==> src/temp_limit_defines.svh <==
`ifndef TEMP_LIMIT_DEFINES_SVH
`define TEMP_LIMIT_DEFINES_SVH

// register byte offsets
`define REG_CTRL          8'h00
`define REG_LEVEL         8'h04
`define REG_CYCLE         8'h08
`define REG_STATUS        8'h0C
`define REG_IRQ_STAT      8'h10
`define REG_IRQ_MASK      8'h14
`define REG_THRESH        8'h18
`define REG_MEAS          8'h1C

// control register fields
`define CTRL_ON_CHANGE    0
`define CTRL_EXT_LSB      1
`define CTRL_MODE_LSB     4
`define CTRL_HYST_LSB     8
`define CTRL_ON_DLY_LSB   12
`define CTRL_OFF_DLY_LSB  16

// reset values
`define RST_ON_CHANGE     1'h1
`define RST_MODE          4'h0
`define RST_HYST          4'h0
`define RST_DLY           4'h0
`define RST_CYCLE         8'h00
`define RST_LEVEL         8'h14
`define RST_IRQ_MASK      3'h0

// legal codes and limits
`define MODE_LAST         4'hB
`define HYST_LAST         4'h8
`define DLY_LAST          4'hD
`define LEVEL_MIN         8'hF1
`define LEVEL_MAX         8'h32
`define PCT_FULL          8'h64
`define PCT_ZERO_DECI     16'h00C8
`define DECI_PER_DEG      16'h000A

// irq bits
`define IRQ_CHANGE        0
`define IRQ_SENT          1
`define IRQ_EXT           2

// timing
`define CLK_HZ            10000000
`define TICK_S            1
`define TICK_CYCLES       (`CLK_HZ * `TICK_S)
`define CYCLE_UNIT_S      10

`endif

==> src/temp_limit_pkg.sv <==
`default_nettype none
package temp_limit_pkg;

  typedef enum logic [1:0] {
    EXT_NONE = 2'b00,
    EXT_WORD = 2'b01,
    EXT_BYTE = 2'b10
  } ext_sel_e;

  typedef struct packed {
    logic               ack;
    logic        [31:0] rdata;
    logic               on_change;
    ext_sel_e           ext;
    logic        [3:0]  mode;
    logic        [3:0]  hyst;
    logic        [3:0]  on_dly;
    logic        [3:0]  off_dly;
    logic        [7:0]  cycle;
    logic signed [7:0]  level;
    logic               ext_ok;
    logic signed [15:0] ext_thr;
    logic               raw;
    logic               acc;
    logic        [23:0] dpre;
    logic        [11:0] dsec;
    logic        [23:0] cpre;
    logic        [11:0] csec;
    logic               send;
    logic               send_val;
    logic        [2:0]  irq_st;
    logic        [2:0]  irq_msk;
  } mon_s;

endpackage : temp_limit_pkg
`default_nettype wire

==> src/temperature_limit_monitor.sv <==
// Overview of operation
// - configured threshold is clamped to the span -15 to +50 degC.
// - hysteresis none,1,2,3,4,5,10,15,20 K offsets the reverse crossing.
// - downward-release modes: above threshold sets, below threshold-hyst clears; polarity selectable.
// - upward-release modes: below threshold sets, above threshold+hyst clears; polarity selectable.
// - four modes act only on threshold crossing, silent on the hysteresis crossing.
// - four modes silent on threshold crossing, act only on the hysteresis crossing.
// - threshold comes from bus as 16-bit or 8-bit value, else configured one.
// - switch-on delay none,1,3,5,10,15,30 s or 1,3,5,10,15,30,60 min.
// - a change to one is accepted only after switch-on delay; cyclic keeps zero.
// - a change to zero is accepted only after switch-off delay; cyclic keeps one.
// - a condition with no telegram also suppresses cyclic sends while it holds.
// - send-on-change transmits each accepted zero-to-one or one-to-zero change, except while a condition with no telegram holds.
// - without send-on-change a nonzero cycle still transmits periodically.
// - cyclic interval is the cycle setting times ten seconds.
// - cycle setting zero disables periodic transmission.
// - no send-on-change and cycle zero means the object is never sent.
// - 8-bit external threshold is percent: 0 % is -20 degC, 100 % is 55 degC.
// - result is a one-bit object sent on change and/or cyclically.
`include "temp_limit_defines.svh"
`default_nettype none
module temperature_limit_monitor #(
  parameter int unsigned TICK_CYCLES = `TICK_CYCLES
) (
  input  wire logic        clk,
  input  wire logic        reset,
  input  wire logic [7:0]  avs_address,
  input  wire logic        avs_read,
  input  wire logic        avs_write,
  input  wire logic [31:0] avs_writedata,
  output logic      [31:0] avs_readdata,
  output logic             avs_waitrequest,
  input  wire logic [15:0] temp_value,
  input  wire logic [15:0] ext_thr_value,
  input  wire logic        ext_thr_write,
  output logic             limit_state,
  output logic             telegram_send,
  output logic             telegram_value,
  output logic             irq
);

  localparam logic [23:0] TICK_LAST  = 24'(TICK_CYCLES - 1);
  localparam logic [11:0] CYC_UNIT   = 12'(`CYCLE_UNIT_S);

  temp_limit_pkg::mon_s state_ff;
  temp_limit_pkg::mon_s nxt_state;

  logic signed [16:0] thr;
  logic signed [16:0] hyst_d;
  logic signed [16:0] meas;
  logic               upward;
  logic               p_cond;
  logic               s_cond;
  logic               p_act;
  logic               s_act;
  logic               suppress;
  logic               wr_go;
  logic        [11:0] target;
  logic        [11:0] cyc_len;
  logic               cyc_fire;
  logic               chg_fire;
  logic        [7:0]  pct;
  logic        [10:0] pct15;
  logic signed [7:0]  wlevel;
  logic        [3:0]  wcode;

  // hysteresis code to tenths of a kelvin
  function automatic logic [15:0] hyst_deci(input logic [3:0] code);
    case (code)
      4'h1:    hyst_deci = 16'h000A;
      4'h2:    hyst_deci = 16'h0014;
      4'h3:    hyst_deci = 16'h001E;
      4'h4:    hyst_deci = 16'h0028;
      4'h5:    hyst_deci = 16'h0032;
      4'h6:    hyst_deci = 16'h0064;
      4'h7:    hyst_deci = 16'h0096;
      4'h8:    hyst_deci = 16'h00C8;
      default: hyst_deci = 16'h0000;
    endcase
  endfunction : hyst_deci

  // delay code to seconds
  function automatic logic [11:0] dly_sec(input logic [3:0] code);
    case (code)
      4'h1:    dly_sec = 12'h001;
      4'h2:    dly_sec = 12'h003;
      4'h3:    dly_sec = 12'h005;
      4'h4:    dly_sec = 12'h00A;
      4'h5:    dly_sec = 12'h00F;
      4'h6:    dly_sec = 12'h01E;
      4'h7:    dly_sec = 12'h03C;
      4'h8:    dly_sec = 12'h0B4;
      4'h9:    dly_sec = 12'h12C;
      4'hA:    dly_sec = 12'h258;
      4'hB:    dly_sec = 12'h384;
      4'hC:    dly_sec = 12'h708;
      4'hD:    dly_sec = 12'hE10;
      default: dly_sec = 12'h000;
    endcase
  endfunction : dly_sec

  always_comb begin
    nxt_state = state_ff;
    meas      = 17'(signed'(temp_value));
    // external value only counts once one has arrived after selection
    if (state_ff.ext != temp_limit_pkg::EXT_NONE && state_ff.ext_ok) begin
      thr = 17'(state_ff.ext_thr);
    end else begin
      thr = 17'(signed'(16'(state_ff.level) * signed'(`DECI_PER_DEG)));
    end
    hyst_d   = 17'(signed'(hyst_deci(state_ff.hyst)));
    // mode bit 1 clear: trips on rising through threshold
    upward   = ~state_ff.mode[1];
    p_cond   = upward ? (meas > thr) : (meas < thr);
    s_cond   = upward ? (meas < thr - hyst_d) : (meas > thr + hyst_d);
    p_act    = state_ff.mode < 4'h8;
    s_act    = (state_ff.mode < 4'h4) || (state_ff.mode > 4'h7);
    suppress = (p_cond & ~p_act) | (s_cond & ~s_act);
    // set level: even modes 0 to 6 drive ON on the threshold crossing
    if (p_cond && p_act) begin
      nxt_state.raw = ~state_ff.mode[0];
    end else if (s_cond && s_act) begin
      nxt_state.raw = state_ff.mode[0];
    end

    // delay timers; prescaler restarts with each pending change
    target = state_ff.raw ? dly_sec(state_ff.on_dly) : dly_sec(state_ff.off_dly);
    if (state_ff.raw == state_ff.acc) begin
      nxt_state.dpre = 24'h000000;
      nxt_state.dsec = 12'h000;
    end else if (state_ff.dsec >= target) begin
      nxt_state.acc  = state_ff.raw;
      nxt_state.dpre = 24'h000000;
      nxt_state.dsec = 12'h000;
    end else if (state_ff.dpre == TICK_LAST) begin
      nxt_state.dpre = 24'h000000;
      nxt_state.dsec = state_ff.dsec + 12'h001;
    end else begin
      nxt_state.dpre = state_ff.dpre + 24'h000001;
    end

    // cyclic interval counter
    cyc_len  = 12'(state_ff.cycle) * CYC_UNIT;
    cyc_fire = 1'b0;
    if (state_ff.cycle == 8'h00) begin
      nxt_state.cpre = 24'h000000;
      nxt_state.csec = 12'h000;
    end else if (state_ff.cpre == TICK_LAST) begin
      nxt_state.cpre = 24'h000000;
      if (state_ff.csec + 12'h001 >= cyc_len) begin
        nxt_state.csec = 12'h000;
        cyc_fire       = 1'b1;
      end else begin
        nxt_state.csec = state_ff.csec + 12'h001;
      end
    end else begin
      nxt_state.cpre = state_ff.cpre + 24'h000001;
    end

    // telegrams carry the accepted value, not the raw one
    chg_fire           = state_ff.on_change && (nxt_state.acc != state_ff.acc);
    nxt_state.send     = (chg_fire | cyc_fire) & ~suppress;
    // value only moves with a send, so it stands between telegrams
    if (nxt_state.send) begin
      nxt_state.send_val = nxt_state.acc;
    end

    // external threshold object
    pct   = (ext_thr_value[7:0] > `PCT_FULL) ? `PCT_FULL : ext_thr_value[7:0];
    pct15 = 11'(pct) * 11'h00F;
    if (ext_thr_write && state_ff.ext == temp_limit_pkg::EXT_WORD) begin
      nxt_state.ext_thr = signed'(ext_thr_value);
      nxt_state.ext_ok  = 1'b1;
    end else if (ext_thr_write && state_ff.ext == temp_limit_pkg::EXT_BYTE) begin
      // 7.5 tenths per percent, rounded down
      nxt_state.ext_thr = signed'(16'(pct15 >> 1) - `PCT_ZERO_DECI);
      nxt_state.ext_ok  = 1'b1;
    end

    // bus: one wait cycle, read data captured on the first edge
    nxt_state.ack = (avs_read | avs_write) & ~state_ff.ack;
    wr_go         = avs_write & state_ff.ack;
    if (avs_read && !state_ff.ack) begin
      if (avs_address == `REG_CTRL) begin
        nxt_state.rdata = {12'h000, state_ff.off_dly, state_ff.on_dly, state_ff.hyst,
                           state_ff.mode, 1'b0, state_ff.ext, state_ff.on_change};
      end else if (avs_address == `REG_LEVEL) begin
        nxt_state.rdata = {24'h000000, state_ff.level};
      end else if (avs_address == `REG_CYCLE) begin
        nxt_state.rdata = {24'h000000, state_ff.cycle};
      end else if (avs_address == `REG_STATUS) begin
        nxt_state.rdata = {26'h0000000, state_ff.ext_ok, suppress,
                           state_ff.raw & ~state_ff.acc, ~state_ff.raw & state_ff.acc,
                           state_ff.raw, state_ff.acc};
      end else if (avs_address == `REG_IRQ_STAT) begin
        nxt_state.rdata = {29'h00000000, state_ff.irq_st};
      end else if (avs_address == `REG_IRQ_MASK) begin
        nxt_state.rdata = {29'h00000000, state_ff.irq_msk};
      end else if (avs_address == `REG_THRESH) begin
        nxt_state.rdata = {{16{thr[15]}}, 16'(thr)};
      end else if (avs_address == `REG_MEAS) begin
        nxt_state.rdata = {{16{temp_value[15]}}, temp_value};
      end else begin
        nxt_state.rdata = 32'h00000000;
      end
    end

    wlevel = signed'(avs_writedata[7:0]);
    wcode  = 4'h0;
    if (wr_go) begin
      if (avs_address == `REG_CTRL) begin
        nxt_state.on_change = avs_writedata[`CTRL_ON_CHANGE];
        if (avs_writedata[`CTRL_EXT_LSB +: 2] != 2'b11) begin
          nxt_state.ext = temp_limit_pkg::ext_sel_e'(avs_writedata[`CTRL_EXT_LSB +: 2]);
          // a new source choice drops any old external value
          if (nxt_state.ext != state_ff.ext) begin
            nxt_state.ext_ok = 1'b0;
          end
        end
        wcode = avs_writedata[`CTRL_MODE_LSB +: 4];
        if (wcode <= `MODE_LAST) begin
          nxt_state.mode = wcode;
        end
        wcode = avs_writedata[`CTRL_HYST_LSB +: 4];
        if (wcode <= `HYST_LAST) begin
          nxt_state.hyst = wcode;
        end
        wcode = avs_writedata[`CTRL_ON_DLY_LSB +: 4];
        if (wcode <= `DLY_LAST) begin
          nxt_state.on_dly = wcode;
        end
        wcode = avs_writedata[`CTRL_OFF_DLY_LSB +: 4];
        if (wcode <= `DLY_LAST) begin
          nxt_state.off_dly = wcode;
        end
      end else if (avs_address == `REG_LEVEL) begin
        if (wlevel < signed'(`LEVEL_MIN)) begin
          nxt_state.level = signed'(`LEVEL_MIN);
        end else if (wlevel > signed'(`LEVEL_MAX)) begin
          nxt_state.level = signed'(`LEVEL_MAX);
        end else begin
          nxt_state.level = wlevel;
        end
      end else if (avs_address == `REG_CYCLE) begin
        nxt_state.cycle = avs_writedata[7:0];
        nxt_state.cpre  = 24'h000000;
        nxt_state.csec  = 12'h000;
      end else if (avs_address == `REG_IRQ_MASK) begin
        nxt_state.irq_msk = avs_writedata[2:0];
      end
    end

    // sticky events; a set in the clearing cycle wins
    nxt_state.irq_st = state_ff.irq_st;
    if (wr_go && avs_address == `REG_IRQ_STAT) begin
      nxt_state.irq_st = state_ff.irq_st & ~avs_writedata[2:0];
    end
    nxt_state.irq_st[`IRQ_CHANGE] = nxt_state.irq_st[`IRQ_CHANGE]
                                    | (nxt_state.acc != state_ff.acc);
    nxt_state.irq_st[`IRQ_SENT]   = nxt_state.irq_st[`IRQ_SENT] | nxt_state.send;
    nxt_state.irq_st[`IRQ_EXT]    = nxt_state.irq_st[`IRQ_EXT]
                                    | (ext_thr_write && state_ff.ext != temp_limit_pkg::EXT_NONE);
  end

  always_ff @(posedge clk or posedge reset) begin
    if (reset) begin
      state_ff           <= '0;
      state_ff.on_change <= `RST_ON_CHANGE;
      state_ff.ext       <= temp_limit_pkg::EXT_NONE;
      state_ff.mode      <= `RST_MODE;
      state_ff.hyst      <= `RST_HYST;
      state_ff.on_dly    <= `RST_DLY;
      state_ff.off_dly   <= `RST_DLY;
      state_ff.cycle     <= `RST_CYCLE;
      state_ff.level     <= `RST_LEVEL;
      state_ff.irq_msk   <= `RST_IRQ_MASK;
    end else begin
      state_ff <= nxt_state;
    end
  end

  assign avs_waitrequest = (avs_read | avs_write) & ~state_ff.ack;
  assign avs_readdata    = state_ff.rdata;
  assign limit_state     = state_ff.acc;
  assign telegram_send   = state_ff.send;
  assign telegram_value  = state_ff.send_val;
  assign irq             = |(state_ff.irq_st & state_ff.irq_msk);

endmodule : temperature_limit_monitor
`default_nettype wire

==> config.mk <==
export PLATFORM = sky130hd
export DESIGN_NAME = temperature_limit_monitor
export DESIGN_NICKNAME = d
export VERILOG_FILES = /design/src/temp_limit_pkg.sv /design/src/temperature_limit_monitor.sv
export VERILOG_INCLUDE_DIRS = /design/src /design/src/src
export SDC_FILE = /design/constraint.sdc
export NUM_CORES = 1
export LEC_CHECK = 0
export BUFFER_PORTS_ARGS = -buffer_cell sky130_fd_sc_hd__buf_2
export CAP_MARGIN = 20
export CORE_MARGIN = 2
export CORE_UTILIZATION = 45
export CTS_BUF_LIST = sky130_fd_sc_hd__clkbuf_2 sky130_fd_sc_hd__clkbuf_4 sky130_fd_sc_hd__clkbuf_8
export DETAILED_ROUTE_END_ITERATION = 10
export HOLD_SLACK_MARGIN = 0.15
export PLACE_DENSITY = 0.69
export REMOVE_ABC_BUFFERS = 1
export SYNTH_ARGS = -nofsm -noshare
export SYNTH_HDL_FRONTEND = slang
export SYNTH_SLANG_ARGS = --single-unit
export TNS_END_PERCENT = 30
==> constraint.sdc <==
create_clock -name clk -period 10.05 [get_ports clk]
set_clock_uncertainty 0.1 [all_clocks]
set_input_delay 1.5075 -clock clk [delete_from_list [all_inputs] [get_ports clk]]
set_output_delay 1.5075 -clock clk [all_outputs]
set_load 0.01 [all_outputs]
==> flow_summary.yaml <==
final_layout:
  drive_above_1_share_pct: 12.5
  nNetsFinal: 1757
  multiInputGateArea_sq_um: 8120
  seqCellArea_sq_um: 3910
  area_growth_pct: 7.45
  fill_cells: 2678
yosys:
  synth_area_leaders: "dfrtp_1 (30%), ha_1 (14%), nor2_1 (4.6%)"
  synth_area_leader_cell: "dfrtp_1"
  syn_inst: 1472
  syn_avg_cell_area_sq_um: 8.70
  synth_warnings: 0
  netlist.area_leader.share_pct: 29.9
  async_flop_share_pct: 100
  ys_ff_latch: 156
  ys_types: 93
  synth_seq_area_share_pct: 30.5
  synth_area_sq_um: 12800
  ys.flop_type: "dfrtp_1"
  yosysMostFrequentCell: "nor2_1"
  synthTopCellsByCount: "nor2_1 (158), dfrtp_1 (153), ha_1 (145)"
  synth-edff-count: 0
pwr:
  power_density_nw_per_um2: 130
  switching_share_pct: 37.6
  combinationalPowerShare_pct: 32.1
  leakage_nw: 6.48
  ir_worst_vdd_mv: 0.102
  p_int_mw: 1.11
  power_switching_mw: 0.671
  power_mw: 1.79
  pwr-share-clk_pct: 25.0
  seqPwrFrac_pct: 42.9
setup_path:
  critical_path_required_ps: 10280
  cp.arrival_ps: 7070
  path_class: "reg2reg"
  crit_path_max_fanout: 5
  r2r_cells: 24
  endpoint_kind: "register"
  r2r_slack_ps: 3210
  start_kind: "register"
  critPathLaunch: "state_ff[103]$_DFFE_PP1P_"
  timing.rr.end: "telegram_value$_DFFE_PP0P_"
  timing.rr.start: "state_ff[103]$_DFFE_PP1P_"
  endpoint: "telegram_value$_DFFE_PP0P_"
grt:
  overflow: 0
  antenna_found_initial: 6
  grt_use_total_pct: 21.3
  grt_pass1_wl_um: 52300
  grt_pass1_vias: 10425
  grt_max_degree: 91
floorplan:
  start_util_pct: 45.9
  rows: 61
  die_w_um: 173
  core_area_sq_um: 27900
  die_h_um: 173
  dieArea_sq_um: 29800
  io_pins: 114
sta:
  tightest_slew_ps: 998
  min_period_ps: 6840
  hold_violations: 0
  relSlewSlack_pct: 33.2
  setup_violations: 0
  final_max_slew_viol_count: 0
  rsz0062_at_grt: "no"
  timing.final.crit_share_pct: 68.0
  fmaxAchievable_mhz: 146
  fin_setup_tns_ps: 0
flow_run:
  drv_cap: 0
status:
  outcome: "completed"
route:
  via_per_inst: 5.65
  top_layer_used: "met5"
  wl_met2_um: 13900
  wl_met3_um: 1860
  dr.pass1.iters: 5
  drt-met1-wl_um: 15100
  drtIter0Drc: 820
  wl_per_cell_um: 16.5
  antenna_left: 0
  drc: 0
  num_vias: 10811
  postRouteWirelength_um: 31600
clocking:
  cts-htree-levels: 4
  clockBufferDepth: 2
  clockRootBuffer: "clkbuf_8"
  cts_resized: 0
  clk_latency_ps: 450
  clk_pin_slew_ps: 100
  post_cts_buffers: 0
  numCtsBuffers: 17
  clock_sinks: 156
  cts_tree: "done"
  hold_buffers: 0
placement:
  gp_congestion: 0.916
  dp_hpwl_um: 24400
  io_buffers: 101
worst_hold_path:
  hold_class: "reg2reg"
## cells in the final DEF (no fill, tap or decap), drive strengths merged, types with 25 or more instances in the layout
master and count:
and3 25, xor2 44, xnor2 62, o21ai 96
ha 145, inv 100, nand3 48, buf 106
dfrtp 153, nor2 161, nand2 131, a21oi 83
## flip-flops by register name, summed over array words and instances, names as in the netlist
signal / cells
state_ff: 132
avs_readdata: 21
limit_state: 1
telegram_send: 1
telegram_value: 1
## worst min path at each step
stage	start	to	slack, ps	depth (start not counted)
6_report	state_ff[20]$_DFF_PP0_	state_ff[20]$_DFF_PP0_	390	1
5_1_grt	state_ff[101]$_DFFE_PP1P_	state_ff[101]$_DFFE_PP1P_	410	2
4_1_cts	state_ff[101]$_DFFE_PP1P_	state_ff[101]$_DFFE_PP1P_	400	2
3_5_place_dp	state_ff[101]$_DFFE_PP1P_	state_ff[101]$_DFFE_PP1P_	390	2
3_3_place_gp	avs_readdata[5]$_DFFE_PP0P_	avs_readdata[5]$_DFFE_PP0P_	370	2
2_1_floorplan	state_ff[82]$_DFFE_PP0P_	state_ff[82]$_DFFE_PP0P_	340	2
## power by group through the flow
stage          combinational [mW]  sequential (mW)  clock [mW]
6_report                    0.573            0.766       0.446
5_1_grt                     0.650            0.776       0.481
4_1_cts                     0.575            0.764       0.457
3_5_place_dp                0.571            0.777           0
3_3_place_gp                0.554            0.773           0
2_1_floorplan               0.414            0.756           0
## critical path, stage by stage (launching register included)
cell	delay, ps
dfstp_2	610
ha_1	280
ha_1	330
a21o_1	180
a21oi_1	160
xnor2_1	80
mux2i_1	380
inv_1	140
ha_1	380
inv_1	100
a221oi_1	520
nand3_1	190
or3_1	370
or3_1	370
xnor2_1	150
ha_1	320
nand3_1	150
nor4_1	420
o31ai_1	140
nand4_1	110
nand3_1	80
a31oi_1	520
o2bb2ai_1	250
a21oi_4	80
mux2_4	310
## logic make-up after synthesis
group | after synthesis | share of synthesized area, %
AO/OA/AOI/OAI | 343 | 17.7
flip-flops | 156 | 30.5
adder cells (fa/ha/maj) | 162 | 16.8
XOR/XNOR | 106 | 7.31
other | 1 | 0.0293
buffers and inverters | 175 | 6.23
AND/OR/NAND/NOR | 499 | 18.8
multiplexers | 30 | 2.61
## through the flow
step                std cells  utilization (%)  hold WS [ps]  setup WS (ps)  instance area (sq um)
finish                   1912             49.3           394           3210                  13800
detailed placement       1877             47.9           386           3420                  13400
global route             1912             49.3           408           2870                  13800
CTS                      1909             49.2           399           3360                  13800
global placement         1877             47.9           365           3520                  13400
floorplan                1393                -           338           3700                  12400
## final cells by class
cell class | instances | area share (%)
multi-input combinational | 1144 | 59.0
clock buffer | 18 | 1.75
antenna | 3 | 0.0545
tap | 378 | 3.44
sequential | 156 | 28.4
clock inverter | 14 | 0.891
timing repair buffer | 106 | 3.95
inverter | 93 | 2.57
## routing by layer
layer	vias to the layer above	global-route usage (%)
met1	5183	30.0
met2	284	33.2
met4	4	6.36
met5	-	0
li1	5295	-
met3	45	4.18
Power figures use the tool's default switching activity.
